<file path="config.mk">
export PLATFORM = sky130hd
export DESIGN_NAME = dscr_regs
export DESIGN_NICKNAME = d
export VERILOG_FILES = /design/src/core/dscr_regs_unused_marker.sv /design/src/core/dscr_pkg.sv /design/src/core/dscr_rise_det.sv /design/src/core/dscr_regs.sv
export VERILOG_INCLUDE_DIRS = /design/src /design/src/core
export SDC_FILE = /design/constraint.sdc
export NUM_CORES = 1
export LEC_CHECK = 0
export BUFFER_PORTS_ARGS = -buffer_cell sky130_fd_sc_hd__buf_2
export CAP_MARGIN = 20
export CORE_AREA = 2 2 94 96
export CTS_BUF_LIST = sky130_fd_sc_hd__clkbuf_8
export CTS_CLUSTER_DIAMETER = 100
export DETAILED_ROUTE_END_ITERATION = 8
export DIE_AREA = 0 0 96 98
export MAX_ROUTING_LAYER = met4
export PLACE_DENSITY = 0.84
export REMOVE_ABC_BUFFERS = 1
export SKIP_CTS_REPAIR_TIMING = 1
export SLEW_MARGIN = 5
export SYNTH_ARGS = -nofsm -noshare
export SYNTH_HDL_FRONTEND = slang
export SYNTH_SLANG_ARGS = --single-unit
</file>
<file path="constraint.sdc">
create_clock -name clk -period 3.78 [get_ports clk]
set_input_delay 0.945 -clock clk [delete_from_list [all_inputs] [get_ports clk]]
set_output_delay 0.945 -clock clk [all_outputs]
set_load 0.03 [all_outputs]
</file>
<file path="src/core/dscr_params.svh">
`ifndef DSCR_PARAMS_SVH
`define DSCR_PARAMS_SVH

// ----------------------------------------------------------------
// word addresses of the common area
// ----------------------------------------------------------------
`define DSCR_ADDR_RUN_CMD 16'h0006
`define DSCR_ADDR_OP_STATUS 16'h000E
`define DSCR_ADDR_TRIP 16'h000F
`define DSCR_ADDR_IN_PINS 16'h0010
`define DSCR_ADDR_OUT_PINS 16'h0011
`define DSCR_ADDR_VOLT_IN 16'h0012
`define DSCR_ADDR_CURR_IN 16'h0013
`define DSCR_ADDR_SPEED 16'h0015
`define DSCR_ADDR_UNIT 16'h001A
`define DSCR_ADDR_POLES 16'h001B
`define DSCR_ADDR_FW_LEVEL 16'h001C

// ----------------------------------------------------------------
// run-command word fields
// ----------------------------------------------------------------
`define DSCR_CMD_STOP_BIT 0
`define DSCR_CMD_FWD_BIT 1
`define DSCR_CMD_REV_BIT 2
`define DSCR_CMD_FRST_BIT 3
`define DSCR_CMD_ESTOP_BIT 4
`define DSCR_CMD_WR_LSB 0
`define DSCR_CMD_WR_MSB 4
`define DSCR_CMD_SRC_LSB 6
`define DSCR_CMD_SRC_MSB 7
`define DSCR_CMD_FREF_LSB 8
`define DSCR_CMD_FREF_MSB 14
`define DSCR_CMD_NETERR_BIT 15
`define DSCR_CMD_RESET 5'h00

// ----------------------------------------------------------------
// operating-status word fields
// ----------------------------------------------------------------
`define DSCR_ST_DC_BRAKE_BIT 7
`define DSCR_ST_STOPPING_BIT 8
`define DSCR_ST_BRAKE_OPEN_BIT 10
`define DSCR_ST_PEND_FWD_BIT 11
`define DSCR_ST_PEND_REV_BIT 12
`define DSCR_ST_REM_RUN_BIT 13
`define DSCR_ST_REM_SPD_BIT 14

// ----------------------------------------------------------------
// trip word fields
// ----------------------------------------------------------------
`define DSCR_TR_OCT_PRI_BIT 0
`define DSCR_TR_OV_BIT 1
`define DSCR_TR_EXTERNAL_TRIP_A_BIT 2
`define DSCR_TR_ESTOP_BIT 3
`define DSCR_TR_UV_BIT 4
`define DSCR_TR_GF_OHT_BIT 6
`define DSCR_TR_MOT_TH_BIT 7
`define DSCR_TR_OL_BIT 8
`define DSCR_TR_HWDIAG_BIT 10
`define DSCR_TR_OCT_SEC_BIT 12
`define DSCR_TR_CARD_BIT 13
`define DSCR_TR_PHASE_BIT 14
`define DSCR_TR_DRV_OL_BIT 15

// ----------------------------------------------------------------
// speed-reference source codes meaning remote
// ----------------------------------------------------------------
`define DSCR_FREF_SERIAL 7'h1C
`define DSCR_FREF_CARD 7'h1D

`endif

</file>
<file path="src/core/dscr_regs_unused_marker.sv">
`timescale 1ns/1ps
`default_nettype none
`default_nettype wire

</file>
<file path="src/core/dscr_pkg.sv">
package dscr_pkg;

    // ------------------------------------------------------------
    // run/stop command source encoding
    // ------------------------------------------------------------
    typedef enum logic [1:0] {
        DSCR_SRC_TERMINAL = 2'b00,
        DSCR_SRC_KEYPAD = 2'b01,
        DSCR_SRC_CARD = 2'b10,
        DSCR_SRC_SERIAL = 2'b11
    } dscr_src_t;

    // ------------------------------------------------------------
    // command pulses, msb first in run-command bit order
    // ------------------------------------------------------------
    typedef struct packed {
        logic estop;       // bit 4
        logic fault_reset; // bit 3
        logic rev;         // bit 2
        logic fwd;         // bit 1
        logic stop;        // bit 0
    } dscr_cmd_t;

    // live drive state flags
    typedef struct packed {
        logic stopped;
        logic fwd_running;
        logic rev_running;
        logic faulted;
        logic accel;
        logic decel;
        logic speed_arrived;
        logic dc_braking;
        logic stopping;
        logic brake_open;
    } dscr_run_state_t;

    // live trip flags
    typedef struct packed {
        logic overcurrent_trip_primary;
        logic overvoltage_trip;
        logic external_trip_a;
        logic emergency_stop_input;
        logic undervoltage_trip;
        logic ground_fault_trip;
        logic drive_overheat_trip;
        logic motor_thermal_trip;
        logic overload_trip;
        logic hardware_self_check_fault;
        logic overcurrent_trip_secondary;
        logic accessory_card_error;
        logic phase_loss_trip;
        logic drive_overload_trip;
    } dscr_trip_t;

    // live measurements
    typedef struct packed {
        logic [15:0] input_pin_levels;
        logic [15:0] output_pin_levels;
        logic [15:0] voltage_input_one;
        logic [15:0] voltage_input_two;
        logic [15:0] current_input_level;
        logic [15:0] shaft_speed_reading;
        logic [15:0] display_unit_select;
        logic [15:0] motor_pole_count;
        logic [15:0] custom_firmware_level;
    } dscr_meas_t;

    // word access request from the serial front end
    typedef struct packed {
        logic valid;
        logic write;
        logic [15:0] addr;
        logic [15:0] wdata;
    } dscr_req_t;

    // word access answer
    typedef struct packed {
        logic valid;
        logic err;
        logic [15:0] rdata;
    } dscr_rsp_t;

    // whole state of the bank
    typedef struct packed {
        dscr_cmd_t run_cmd;
        logic pend_fwd;
        logic pend_rev;
        dscr_rsp_t rsp;
    } dscr_state_t;

endpackage : dscr_pkg

</file>
<file path="src/core/dscr_rise_det.sv">
`timescale 1ns/1ps
`default_nettype none

// registered 0->1 detector, one pulse per rising bit
module dscr_rise_det #(
    parameter int W = 5
) (
    input wire logic clk,
    input wire logic rst_n,
    input wire logic [W-1:0] level, // levels to watch
    output logic [W-1:0] rise       // one-cycle pulses
);

    // ------------------------------------------------------------
    // state
    // ------------------------------------------------------------
    typedef struct packed {
        logic [W-1:0] prev;
        logic [W-1:0] rise;
    } dscr_rd_state_t;

    dscr_rd_state_t st_r; // registered state
    dscr_rd_state_t st_nxt; // next state

    // compare with last cycle's level
    always_comb begin
        st_nxt = st_r;
        st_nxt.prev = level;
        st_nxt.rise = level & ~st_r.prev;
    end

    // register, synchronous reset
    always_ff @(posedge clk) begin
        if (!rst_n) begin
            st_r <= '0;
        end else begin
            st_r <= st_nxt;
        end
    end

    assign rise = st_r.rise;

endmodule : dscr_rise_det

`default_nettype wire

</file>
<file path="src/core/dscr_regs.sv">
`timescale 1ns/1ps
`default_nettype none

`include "dscr_params.svh"

// How it works
// - status bits 7,8,10 show braking, stopping, brake
// - status bits 11,12 show pending fwd/rev
// - status bits 13,14 flag remote run/speed source
// - trip bits 0-4 and 6 carry faults
// - trip bit 6 also overheat; 7,8 overloads
// - trip bits 10,12-15 carry further faults
// - stop acts on bit 0 rising
// - forward run acts on bit 1 rising
// - reverse run acts on bit 2 rising
// - bit 3 rising resets fault, bit 4 estops
// - bits 6-7 read run/stop source
// - bit 15 reads network error
module dscr_regs
    import dscr_pkg::*;
(
    input wire logic clk,
    input wire logic rst_n,
    input wire dscr_req_t req,              // word access request
    output dscr_rsp_t rsp,                  // answer, one cycle later
    input wire dscr_run_state_t run_state,  // live drive state
    input wire dscr_trip_t trip,            // live trip flags
    input wire dscr_meas_t meas,            // live readings
    input wire dscr_src_t run_src,          // run/stop source
    input wire logic [6:0] fref_src,        // speed-reference source
    input wire logic network_error,         // serial link error
    input wire logic volt_sel_two,          // 1: second voltage at 0x12
    output dscr_cmd_t cmd_pulse,            // one-cycle command pulses
    output logic pend_fwd,                  // forward command pending
    output logic pend_rev                   // reverse command pending
);

    // ------------------------------------------------------------
    // state and wires
    // ------------------------------------------------------------
    dscr_state_t st_r; // registered state
    dscr_state_t st_nxt; // next state
    logic [4:0] rise_w; // rising bits of command field
    dscr_cmd_t pulse_w; // same as struct
    logic [15:0] cmd_word; // run-command read value
    logic [15:0] status_word; // operating-status read value
    logic [15:0] trip_word; // trip read value
    logic remote_run; // run/stop from serial or card
    logic remote_spd; // speed reference from serial or card

    // ------------------------------------------------------------
    // edge detection on the written command bits
    // ------------------------------------------------------------
    dscr_rise_det #(
        .W(5)
    ) u_rise (
        .clk(clk),
        .rst_n(rst_n),
        .level(st_r.run_cmd),
        .rise(rise_w)
    );

    assign pulse_w = dscr_cmd_t'(rise_w);

    // ------------------------------------------------------------
    // read values
    // ------------------------------------------------------------
    // remote source decode
    always_comb begin
        remote_run = (run_src == DSCR_SRC_SERIAL) || (run_src == DSCR_SRC_CARD);
        // either remote speed-reference code counts
        remote_spd = (fref_src == `DSCR_FREF_SERIAL)
            || (fref_src == `DSCR_FREF_CARD);
    end

    // run-command word assembly
    always_comb begin
        cmd_word = 16'h0000;
        cmd_word[`DSCR_CMD_WR_MSB:`DSCR_CMD_WR_LSB] = st_r.run_cmd;
        cmd_word[`DSCR_CMD_SRC_MSB:`DSCR_CMD_SRC_LSB] = run_src;
        cmd_word[`DSCR_CMD_FREF_MSB:`DSCR_CMD_FREF_LSB] = fref_src;
        cmd_word[`DSCR_CMD_NETERR_BIT] = network_error;
    end

    // operating-status word assembly, bits 9 and 15 stay zero
    always_comb begin
        status_word = 16'h0000;
        status_word[0] = run_state.stopped;
        status_word[1] = run_state.fwd_running;
        status_word[2] = run_state.rev_running;
        status_word[3] = run_state.faulted;
        status_word[4] = run_state.accel;
        status_word[5] = run_state.decel;
        status_word[6] = run_state.speed_arrived;
        status_word[`DSCR_ST_DC_BRAKE_BIT] = run_state.dc_braking;
        status_word[`DSCR_ST_STOPPING_BIT] = run_state.stopping;
        status_word[`DSCR_ST_BRAKE_OPEN_BIT] = run_state.brake_open;
        status_word[`DSCR_ST_PEND_FWD_BIT] = st_r.pend_fwd;
        status_word[`DSCR_ST_PEND_REV_BIT] = st_r.pend_rev;
        status_word[`DSCR_ST_REM_RUN_BIT] = remote_run;
        status_word[`DSCR_ST_REM_SPD_BIT] = remote_spd;
    end

    // trip word assembly, bits 5, 9 and 11 stay zero
    always_comb begin
        trip_word = 16'h0000;
        trip_word[`DSCR_TR_OCT_PRI_BIT] = trip.overcurrent_trip_primary;
        trip_word[`DSCR_TR_OV_BIT] = trip.overvoltage_trip;
        trip_word[`DSCR_TR_EXTERNAL_TRIP_A_BIT] = trip.external_trip_a;
        trip_word[`DSCR_TR_ESTOP_BIT] = trip.emergency_stop_input;
        trip_word[`DSCR_TR_UV_BIT] = trip.undervoltage_trip;
        // shared bit: either fault sets it
        trip_word[`DSCR_TR_GF_OHT_BIT] = trip.ground_fault_trip
            | trip.drive_overheat_trip;
        trip_word[`DSCR_TR_MOT_TH_BIT] = trip.motor_thermal_trip;
        trip_word[`DSCR_TR_OL_BIT] = trip.overload_trip;
        trip_word[`DSCR_TR_HWDIAG_BIT] = trip.hardware_self_check_fault;
        trip_word[`DSCR_TR_OCT_SEC_BIT] = trip.overcurrent_trip_secondary;
        trip_word[`DSCR_TR_CARD_BIT] = trip.accessory_card_error;
        trip_word[`DSCR_TR_PHASE_BIT] = trip.phase_loss_trip;
        trip_word[`DSCR_TR_DRV_OL_BIT] = trip.drive_overload_trip;
    end

    // ------------------------------------------------------------
    // next state: access decode and pending commands
    // ------------------------------------------------------------
    always_comb begin
        st_nxt = st_r;
        st_nxt.rsp.valid = req.valid;
        st_nxt.rsp.err = 1'b0;
        st_nxt.rsp.rdata = 16'h0000;
        if (req.valid) begin
            unique case (req.addr)
                `DSCR_ADDR_RUN_CMD: begin
                    // only the command field is writable
                    if (req.write) begin
                        st_nxt.run_cmd = dscr_cmd_t'(req.wdata[`DSCR_CMD_WR_MSB:`DSCR_CMD_WR_LSB]);
                    end else begin
                        st_nxt.rsp.rdata = cmd_word;
                    end
                end
                // read-only words: a write just completes
                `DSCR_ADDR_OP_STATUS: begin
                    st_nxt.rsp.rdata = req.write ? 16'h0000 : status_word;
                end
                `DSCR_ADDR_TRIP: begin
                    st_nxt.rsp.rdata = req.write ? 16'h0000 : trip_word;
                end
                `DSCR_ADDR_IN_PINS: begin
                    // live input pin levels, writes dropped
                    st_nxt.rsp.rdata = req.write ? 16'h0000
                        : meas.input_pin_levels;
                end
                `DSCR_ADDR_OUT_PINS: begin
                    // live output pin levels, writes dropped
                    st_nxt.rsp.rdata = req.write ? 16'h0000
                        : meas.output_pin_levels;
                end
                `DSCR_ADDR_VOLT_IN: begin
                    // one address, two inputs: select picks
                    if (req.write) begin
                        st_nxt.rsp.rdata = 16'h0000;
                    end else if (volt_sel_two) begin
                        st_nxt.rsp.rdata = meas.voltage_input_two;
                    end else begin
                        st_nxt.rsp.rdata = meas.voltage_input_one;
                    end
                end
                `DSCR_ADDR_CURR_IN: begin
                    st_nxt.rsp.rdata = req.write ? 16'h0000 : meas.current_input_level;
                end
                `DSCR_ADDR_SPEED: begin
                    st_nxt.rsp.rdata = req.write ? 16'h0000 : meas.shaft_speed_reading;
                end
                `DSCR_ADDR_UNIT: begin
                    st_nxt.rsp.rdata = req.write ? 16'h0000 : meas.display_unit_select;
                end
                `DSCR_ADDR_POLES: begin
                    st_nxt.rsp.rdata = req.write ? 16'h0000 : meas.motor_pole_count;
                end
                `DSCR_ADDR_FW_LEVEL: begin
                    st_nxt.rsp.rdata = req.write ? 16'h0000 : meas.custom_firmware_level;
                end
                default: begin
                    // unmapped address
                    st_nxt.rsp.err = 1'b1;
                end
            endcase
        end
        // pending run direction; stop and estop win
        if (pulse_w.stop || pulse_w.estop) begin
            st_nxt.pend_fwd = 1'b0;
            st_nxt.pend_rev = 1'b0;
        end else if (pulse_w.fwd) begin
            st_nxt.pend_fwd = 1'b1;
            st_nxt.pend_rev = 1'b0;
        end else if (pulse_w.rev) begin
            st_nxt.pend_fwd = 1'b0;
            st_nxt.pend_rev = 1'b1;
        end
    end

    // ------------------------------------------------------------
    // state register
    // ------------------------------------------------------------
    always_ff @(posedge clk) begin
        if (!rst_n) begin
            st_r <= '0;
        end else begin
            st_r <= st_nxt;
        end
    end

    // ------------------------------------------------------------
    // outputs
    // ------------------------------------------------------------
    assign rsp = st_r.rsp;
    assign cmd_pulse = pulse_w;
    assign pend_fwd = st_r.pend_fwd;
    assign pend_rev = st_r.pend_rev;

endmodule : dscr_regs

`default_nettype wire

</file>
[After elaboration in Yosys (flattened, before gate mapping)]
Cells that the tools add are included.
Word-level totals
  register bits after elaboration: 35
  input bits: 215
  output and inout port bits: 25
  logic and storage cells: 56
Operators by class
  equal/unequal tests: 15
  multiplexer cells: 16
  bitwise logic cells: 4
  reduce and logical (&&, ||, !) cells: 9
Operator list (number)
  16-bit 2-to-1 mux: 11
  16-bit one-hot mux with 11 select lines: 1
  16-bit by 5-bit == test with 1-bit output (second input constant): 8
  16-bit by 4-bit == test with 1-bit output (second input constant): 2
  16-bit by 3-bit == test with 1-bit output (second input constant): 1
  15-bit 2-to-1 mux: 1
  7-bit by 5-bit == test with 1-bit output (second input constant): 2
  11-bit OR reduction: 1
  5-bit bitwise AND: 1
  5-bit NOT: 1
  2-bit == test (second input constant): 2
  2-bit 2-to-1 mux: 2
  1-bit logical OR: 3
  3-bit AND reduction: 1
  3-bit OR reduction: 1
  2-bit AND reduction: 1
  2-bit nonzero test: 1
  2-bit OR reduction: 1
  1-bit 2-to-1 mux: 1
  1-bit NOT: 1
  1-bit OR: 1

[Longest topological paths before layout]
Gate-level depths: netlist of run 1.
  depth after elaboration: 4
  gate-level depth with buffers: 8
  depth with buffers taken out: 5

[By module]
Synthesis of run 1 repeated with hierarchy kept, for this count alone.
Unflattened totals
  cells, all modules: 336
  area, all modules: 2806.4 um^2
Modules (own cells, without submodules)
  dscr_regs: times used 1, cells an instance 311, area an instance 2487.4 um^2, seq. area each 500.5 um^2
  dscr_rise_det: times used 1, cells an instance 25, area an instance 319.1 um^2, seq. area each 200.2 um^2

[Worst setup path before layout of run 1]
Ideal clock, no wire load.
  kind: input to register
  start: input volt_sel_two
  end: register st_r, in the netlist rsp[2]
  setup time: 122 ps
  arrival: 2261 ps
  data required time: 3658 ps
  slack: 1398 ps
  stages: 7
  buffers on the path: 2
  cells stage by stage: clkbuf_1 buf_2 mux2_2 a22oi_1 nand3_1 a221oi_1 nor2_1
On the way
  longest elaborated chain between the ends: 3
Ends and longest elaborated chain
  from (decl): line dscr_regs.sv:32  | input wire logic volt_sel_two,
  16-bit 2-to-1 mux: line dscr_regs.sv:163  | end else if (volt_sel_two) begin
  16-bit 2-to-1 mux: line dscr_regs.sv:161  | if (req.write) begin
  16-bit one-hot mux with 11 select lines: line dscr_regs.sv:133  | unique case (req.addr)
  to (signal assigned): line dscr_regs.sv:210  | st_r <= st_nxt;
  to (decl): line dscr_regs.sv:41  | dscr_state_t st_r;
No other way between the ends.
A chain may end at the register's enable or synchronous reset.

[Worst setup path after layout of run 1]
  start: input req[16] (netlist bit)
  end: register st_r, in the netlist rsp[4]
On the way
  longest elaborated chain between the ends: 2
  elaborated cells on any way between the ends: 12
  classes of those cells: eq/ne: 11; mux: 1
Ends and longest elaborated chain
  from (decl): line dscr_regs.sv:24  | input wire dscr_req_t req,
  16-bit by 5-bit == test with 1-bit output (tied with other cells): line dscr_regs.sv:133
  16-bit one-hot mux with 11 select lines *: line dscr_regs.sv:133
Mark *: on every way between the ends. The rest lies on a longest branch, timed or not.

==> impl_metrics.csv, run 1 <==
group,metric,value,unit
run_status,outcome,"finished, final reports clean",
power_and_ir_drop,max-vdd-ir-drop,0.0001847,V
yosys,synthesis.area,0.002781,mm^2
finish,syn_to_final_growth,46.56,%
timing,hold_violations,0,
placement,gp_congestion,0.9650,
yosys,synth_seq_area_share,25.19,%
power_and_ir_drop,powerDensity,248.3,mW/mm^2
global_routing,grt_overflow,0,
clocking,clkSinkCount,35,
timing,worst_pin_slew,0.9032,ns
global_routing,top_usage_layer,"met2",
global_routing,grt_use_total,24.35,%
worst_setup_path,worstReg2RegStart,"cmd_word[1]",
timing,worst_clock_skew,0.004809,ns
placement,port_buffers,228,
yosys,ys_ff_latch,35,
die,ioPinCount,240,
route,drc,0,
die,fp.dieH,98,um
yosys,ys_types,52,
timing,post-route-period-util,72.02,%
worst_hold_path,holdCritStartpoint,"u_rise.st_r[7]",
worst_setup_path,arrival,2.93,ns
worst_setup_path,critical_path_class,"in2reg",
placement,pre_cts_ws,0.8364,ns
finish,drive_above_1_share,49.35,%
worst_hold_path,hold_end,"u_rise.rise[2]",
die,core,0.008466,mm^2
route,first_pass_iters,5,
finish,layout_commonest_cell,"buf_2",
clocking,clk_latency,0.29,ns
worst_setup_path,crit_fanout,33,
clocking,htreeDepth,2,
route,ant_nets,0,
route,avgRoutedWirePerCell,17.84,um
worst_setup_path,startpoint_type,"input port",
yosys,avgSynthCellArea,8.480,um^2
route,viasPerCell,5.611,
placement,hpwl,9288,um
global_routing,grt_pass1_wl,17260,um
die,die_area,0.009408,mm^2
timing,relSlewSlack,39.53,%
power_and_ir_drop,finalPower,0.001012,W
timing,setup_violations,0,
yosys,synthCells,328,
die,fp-row-count,34,
finish,layout_common_cells,"228 x buf_2, 38 x a22oi_1, 35 x dfxtp_1",
route,num_vias,3630,
run,maxCapViolations,0,
yosys,synth-edff-count,0,
global_routing,antenna_found_initial,0,
worst_setup_path,ff2ff_path_depth,4,
worst_hold_path,whs_path_depth,1,
worst_setup_path,reg2reg_slack,2.63,ns
finish,fin_util,48.15,%
power_and_ir_drop,power_leakage,1.884,nW
worst_setup_path,end_kind,"register",
global_routing,grt_pass1_vias,3576,
timing,post-route-worst-setup-slack,1.058,ns
timing,rsz0062_at_grt,"false",
worst_setup_path,crit_required,3.99,ns
worst_setup_path,critPathLaunch,"req[16]",
global_routing,use_met3,3.472,%
clocking,numCtsBuffers,5,
clocking,ctsLongestPathBuffers,2,
global_routing,use_met1,28.62,%
yosys,synth_flop_cell,"dfxtp_1",
route,drt-initial-drc-count,245,
route,drt_wl_total,11540,um
clocking,path_clk_slew,0.07,ns
timing,tns,0,ns
finish,diodes,0,
clocking,root_buffer,"clkbuf_8",
worst_hold_path,worstHoldPathType,"reg2reg",
timing,fmaxAchievable,367.3,MHz
finish,nets,753,
clocking,cts_tree,"yes",
timing,drv_slew,0,
die,die_x,96,um
timing,finalCriticalPeriod,2.722,ns
die,initial_core_util,32.86,%
yosys,ys_warn_count,0,
yosys,synth_async_sr_flop_share,0,%
global_routing,gr-usage-met2,41.99,%
global_routing,grt_max_degree,34,
worst_setup_path,rr_endpoint,"rsp[1]",
-- how the worst max path moves through the flow --
stage / endpoint / slack, ns / depth (start not counted)
6_report: rsp[4] / 1.06 / 6
5_1_grt: rsp[10] / 0.93 / 7
4_1_cts: rsp[4] / 1.12 / 6
3_5_place_dp: rsp[4] / 0.84 / 6
3_3_place_gp: rsp[10] / 0.88 / 7
2_1_floorplan: rsp[14] / 0.72 / 5
-- flip-flops by register name (all words and copies together), names as in the netlist --
| name | flops |
|---|---|
| u_rise.st_r | 5 |
| cmd_word | 5 |
| pend_fwd | 1 |
| rsp | 18 |
| pend_rev | 1 |
| u_rise.rise | 5 |
-- area by class of cell --
cell class / count / area [um^2]
clock buffer: 5 / 68.82
multi-input combinational: 258 / 1911
clock inverter: 3 / 63.81
tap: 108 / 135.1
sequential: 35 / 700.7
timing repair buffer: 233 / 1179
fill: 822 / 4389
inverter: 5 / 18.77
-- where the power goes --
| group | leakage (nW) | switching [W] | internal [W] |
|---|---|---|---|
| Sequential | 0.282 | 0.000000319 | 0.000370 |
| Clock | 0.0695 | 0.000139 | 0.000261 |
| Combinational | 1.53 | 0.000114 | 0.000129 |
-- layer usage --
layer | wire, um | up-vias | part of all wire [%]
li1 | - | 1686 | -
met1 | 4564 | 1686 | 40
met2 | 5795 | 230 | 50
met3 | 894 | 28 | 7.7
met4 | 286 | 0 | 2.5
met5 | 0 | - | 0
-- logic make-up after synthesis --
logic type / count (synthesis) / synth area share (%)
AOI/OAI and AO/OA: 104 / 26.32
buffers and inverters: 35 / 6.523
DFF: 35 / 25.19
muxes: 47 / 17.63
and+or+nand+nor: 107 / 24.34
-- per-stage QoR --
step / area (um^2) / hold WS (ns) / instances
floorplan: 2619 / 0.3674 / 298
global placement: 3944 / 0.3732 / 639
detailed placement: 3944 / 0.3767 / 639
CTS: 4076 / 0.3820 / 647
global route: 4076 / 0.3939 / 647
finish: 4076 / 0.3797 / 647
-- synth_stat cells (3+ instances only) --
library cell  instances  area [um^2]
nor4_4                3        63.81
buf_2                16        80.08
and4b_1               3        30.03
o32ai_1               3        26.28
o211ai_1              3        22.52
a221oi_1              6        52.55
clkbuf_1              7        26.28
o22ai_1              11        68.82
nand2_1              19        71.32
a22oi_1              38        285.3
nand4_1               4        25.02
nand2b_1              4        25.02
nor2b_1              13        81.33
dfxtp_1              35        700.7
nor3_1                4        20.02
and2_1                5        31.28
a21oi_1              15        75.07
mux2i_1              31        310.3
mux2_2               16        180.2
a31oi_1               6        37.54
buf_4                 6        45.04
nor2_1               21        78.83
nand4b_1              3        26.28
o21ai_0               7        35.03
nand3_1              13        65.06
inv_1                 5        18.77
-- critical path, stage by stage --
cell      delay, ns
buf_2          0.57
and4bb_1       0.73
a22oi_1        0.22
o211ai_1       0.20
a221oi_1       0.12
nor2_1         0.14
Note: power is estimated with default switching activity, not from simulation.
==> inputs of run 2 (changes only) <==
--- a/config.mk
+++ b/config.mk
@@ -14,7 +14,7 @@
 export DETAILED_ROUTE_END_ITERATION = 8
 export DIE_AREA = 0 0 96 98
 export MAX_ROUTING_LAYER = met4
-export PLACE_DENSITY = 0.84
+export PLACE_DENSITY = 0.86
 export REMOVE_ABC_BUFFERS = 1
 export SKIP_CTS_REPAIR_TIMING = 1
 export SLEW_MARGIN = 5
==> constraint.sdc (replaced) <==
create_clock -name clk -period 2.5 [get_ports clk]
set_input_delay 0.625 -clock clk [delete_from_list [all_inputs] [get_ports clk]]
set_output_delay 0.625 -clock clk [all_outputs]
set_load 0.03 [all_outputs]
==> run 2 against run 1 <==
Against the previous run:
- register-to-register slack worse by 1.3 ns
- clock power is 30% higher
- clock-buffer cell count unchanged
- power is 43% higher
- core utilization up 0.74 points
- sequential cell count is the same
- sequential share of layout area decreased by 0.26 points
- worst setup slack worse by 0.69 ns
- first-iteration DRC count decreased by 9.0%
- clock skew increased by 0.0099 ns
- critical endpoint unchanged
==> impl_metrics.csv, run 2 (same netlist as run 1, synthesis figures left out) <==
group,metric,value,unit
placement,gp_congestion,1.051,
clocking,ctsLongestPathBuffers,2,
global_routing,grt_pass1_wl,17700,um
finish,fin_cells,658,
worst_setup_path,crit_fanout,23,
clocking,cts_tree,"yes",
worst_setup_path,crit_path_top_delay_cell,"and4bb_1",
global_routing,grt_pass1_vias,3595,
finish,fin_util,48.89,%
timing,finalCriticalPeriod,2.136,ns
route,drt_wl_total,11800,um
finish,largest_reg_flops,18,
timing,drv_slew,0,
worst_setup_path,startpoint_type,"input port",
route,viasPerCell,5.533,
finish,layout_commonest_cell,"buf_2",
die,initial_core_util,32.86,%
die,fp-row-count,34,
finish,multi_input_area,0.001911,mm^2
finish,drive_above_1_share,50.55,%
finish,syn_to_final_growth,48.81,%
run,maxCapViolations,0,
die,ioPinCount,240,
worst_setup_path,end_kind,"register",
worst_setup_path,max_stage_delay,0.45,ns
finish,layout_common_cells,"228 x buf_2, 38 x a22oi_1, 35 x dfxtp_1",
placement,dp.cells,650,
worst_setup_path,critPathTopFamily,"compound AO/OA/AOI/OAI gates",
die,fp.dieH,98,um
clocking,htreeDepth,2,
die,die_area,0.009408,mm^2
timing,tns,0,ns
timing,post-route-period-util,85.45,%
timing,relSlewSlack,55.50,%
timing,worst_pin_slew,0.6675,ns
finish,seq_area,700.7,um^2
timing,setup_violations,0,
power_and_ir_drop,max-vdd-ir-drop,0.0002133,V
timing,worst_clock_skew,0.01466,ns
finish,nets,764,
route,first_pass_iters,6,
clocking,clk_latency,0.28,ns
finish,diodes,0,
placement,port_buffers,228,
route,avgRoutedWirePerCell,17.93,um
die,core,0.008466,mm^2
power_and_ir_drop,powerDensity,350.2,mW/mm^2
global_routing,grt_max_degree,24,
power_and_ir_drop,finalPower,0.001449,W
route,drt-initial-drc-count,223,
timing,fmaxAchievable,468.1,MHz
timing,hold_violations,0,
worst_setup_path,critical_path_class,"in2reg",
placement,hpwl,9584,um
clocking,root_buffer,"clkbuf_8",
clocking,path_clk_slew,0.09,ns
finish,final.fill_count,870,
route,ant_nets,0,
route,num_vias,3641,
clocking,clkSinkCount,35,
worst_setup_path,crit_buf_inv,1,
run_status,outcome,"finished, final reports clean",
power_and_ir_drop,power_leakage,1.927,nW
clocking,numCtsBuffers,5,
worst_setup_path,path_cells,"buf_2 -> and4bb_1 -> a22oi_1 -> o211ai_1 -> a221oi_1 -> nor2_1",
timing,rsz0062_at_grt,"false",
timing,hold_ws,0.3700,ns
worst_setup_path,arrival,2.28,ns
route,drc,0,
die,die_x,96,um
global_routing,antenna_found_initial,0,
worst_hold_path,worstHoldPathType,"reg2reg",
worst_setup_path,crit_required,2.65,ns
global_routing,grt_overflow,0,
global_routing,grt_use_total,24.75,%
run 2: area by class of cell:
cell class | count | share of cell area, %
inverter | 5 | 0.4534
multi-input combinational | 258 | 46.16
clock buffer | 5 | 1.663
sequential | 35 | 16.93
clock inverter | 3 | 1.058
timing repair buffer | 244 | 30.47
tap | 108 | 3.265
run 2: per-layer routing:
| metal | part of all wire [%] | GRT usage [%] |
|---|---|---|
| met3 | 8.7 | 3.781 |
| met5 | 0 | - |
| met4 | 1.9 | 6.813 |
| met1 | 39 | 29.31 |
| met2 | 50 | 42.84 |
run 2: power breakdown:
| group | switching, W | internal, W |
|---|---|---|
| clock | 0.000221 | 0.000297 |
| combinational | 0.000173 | 0.000199 |
| sequential | 0.000000371 | 0.000559 |
| total | 0.000394 | 0.00106 |
run 2: worst paths after layout:
path                   from             end  depth (start not counted)  slack, ns
max                 req[19]          rsp[4]                          6       0.36
min          u_rise.st_r[7]  u_rise.rise[2]                          1       0.37
max reg2reg     cmd_word[1]          rsp[1]                          4       1.33
min reg2reg  u_rise.st_r[7]  u_rise.rise[2]                          1       0.37
run 2: per-stage QoR:
| stage | area, um^2 | setup slack, ns |
|---|---|---|
| floorplan | 2619 | -0.2434 |
| global placement | 4026 | 0.1712 |
| detailed placement | 4026 | 0.1107 |
| CTS | 4139 | 0.4108 |
| global route | 4139 | 0.2579 |
| finish | 4139 | 0.3636 |
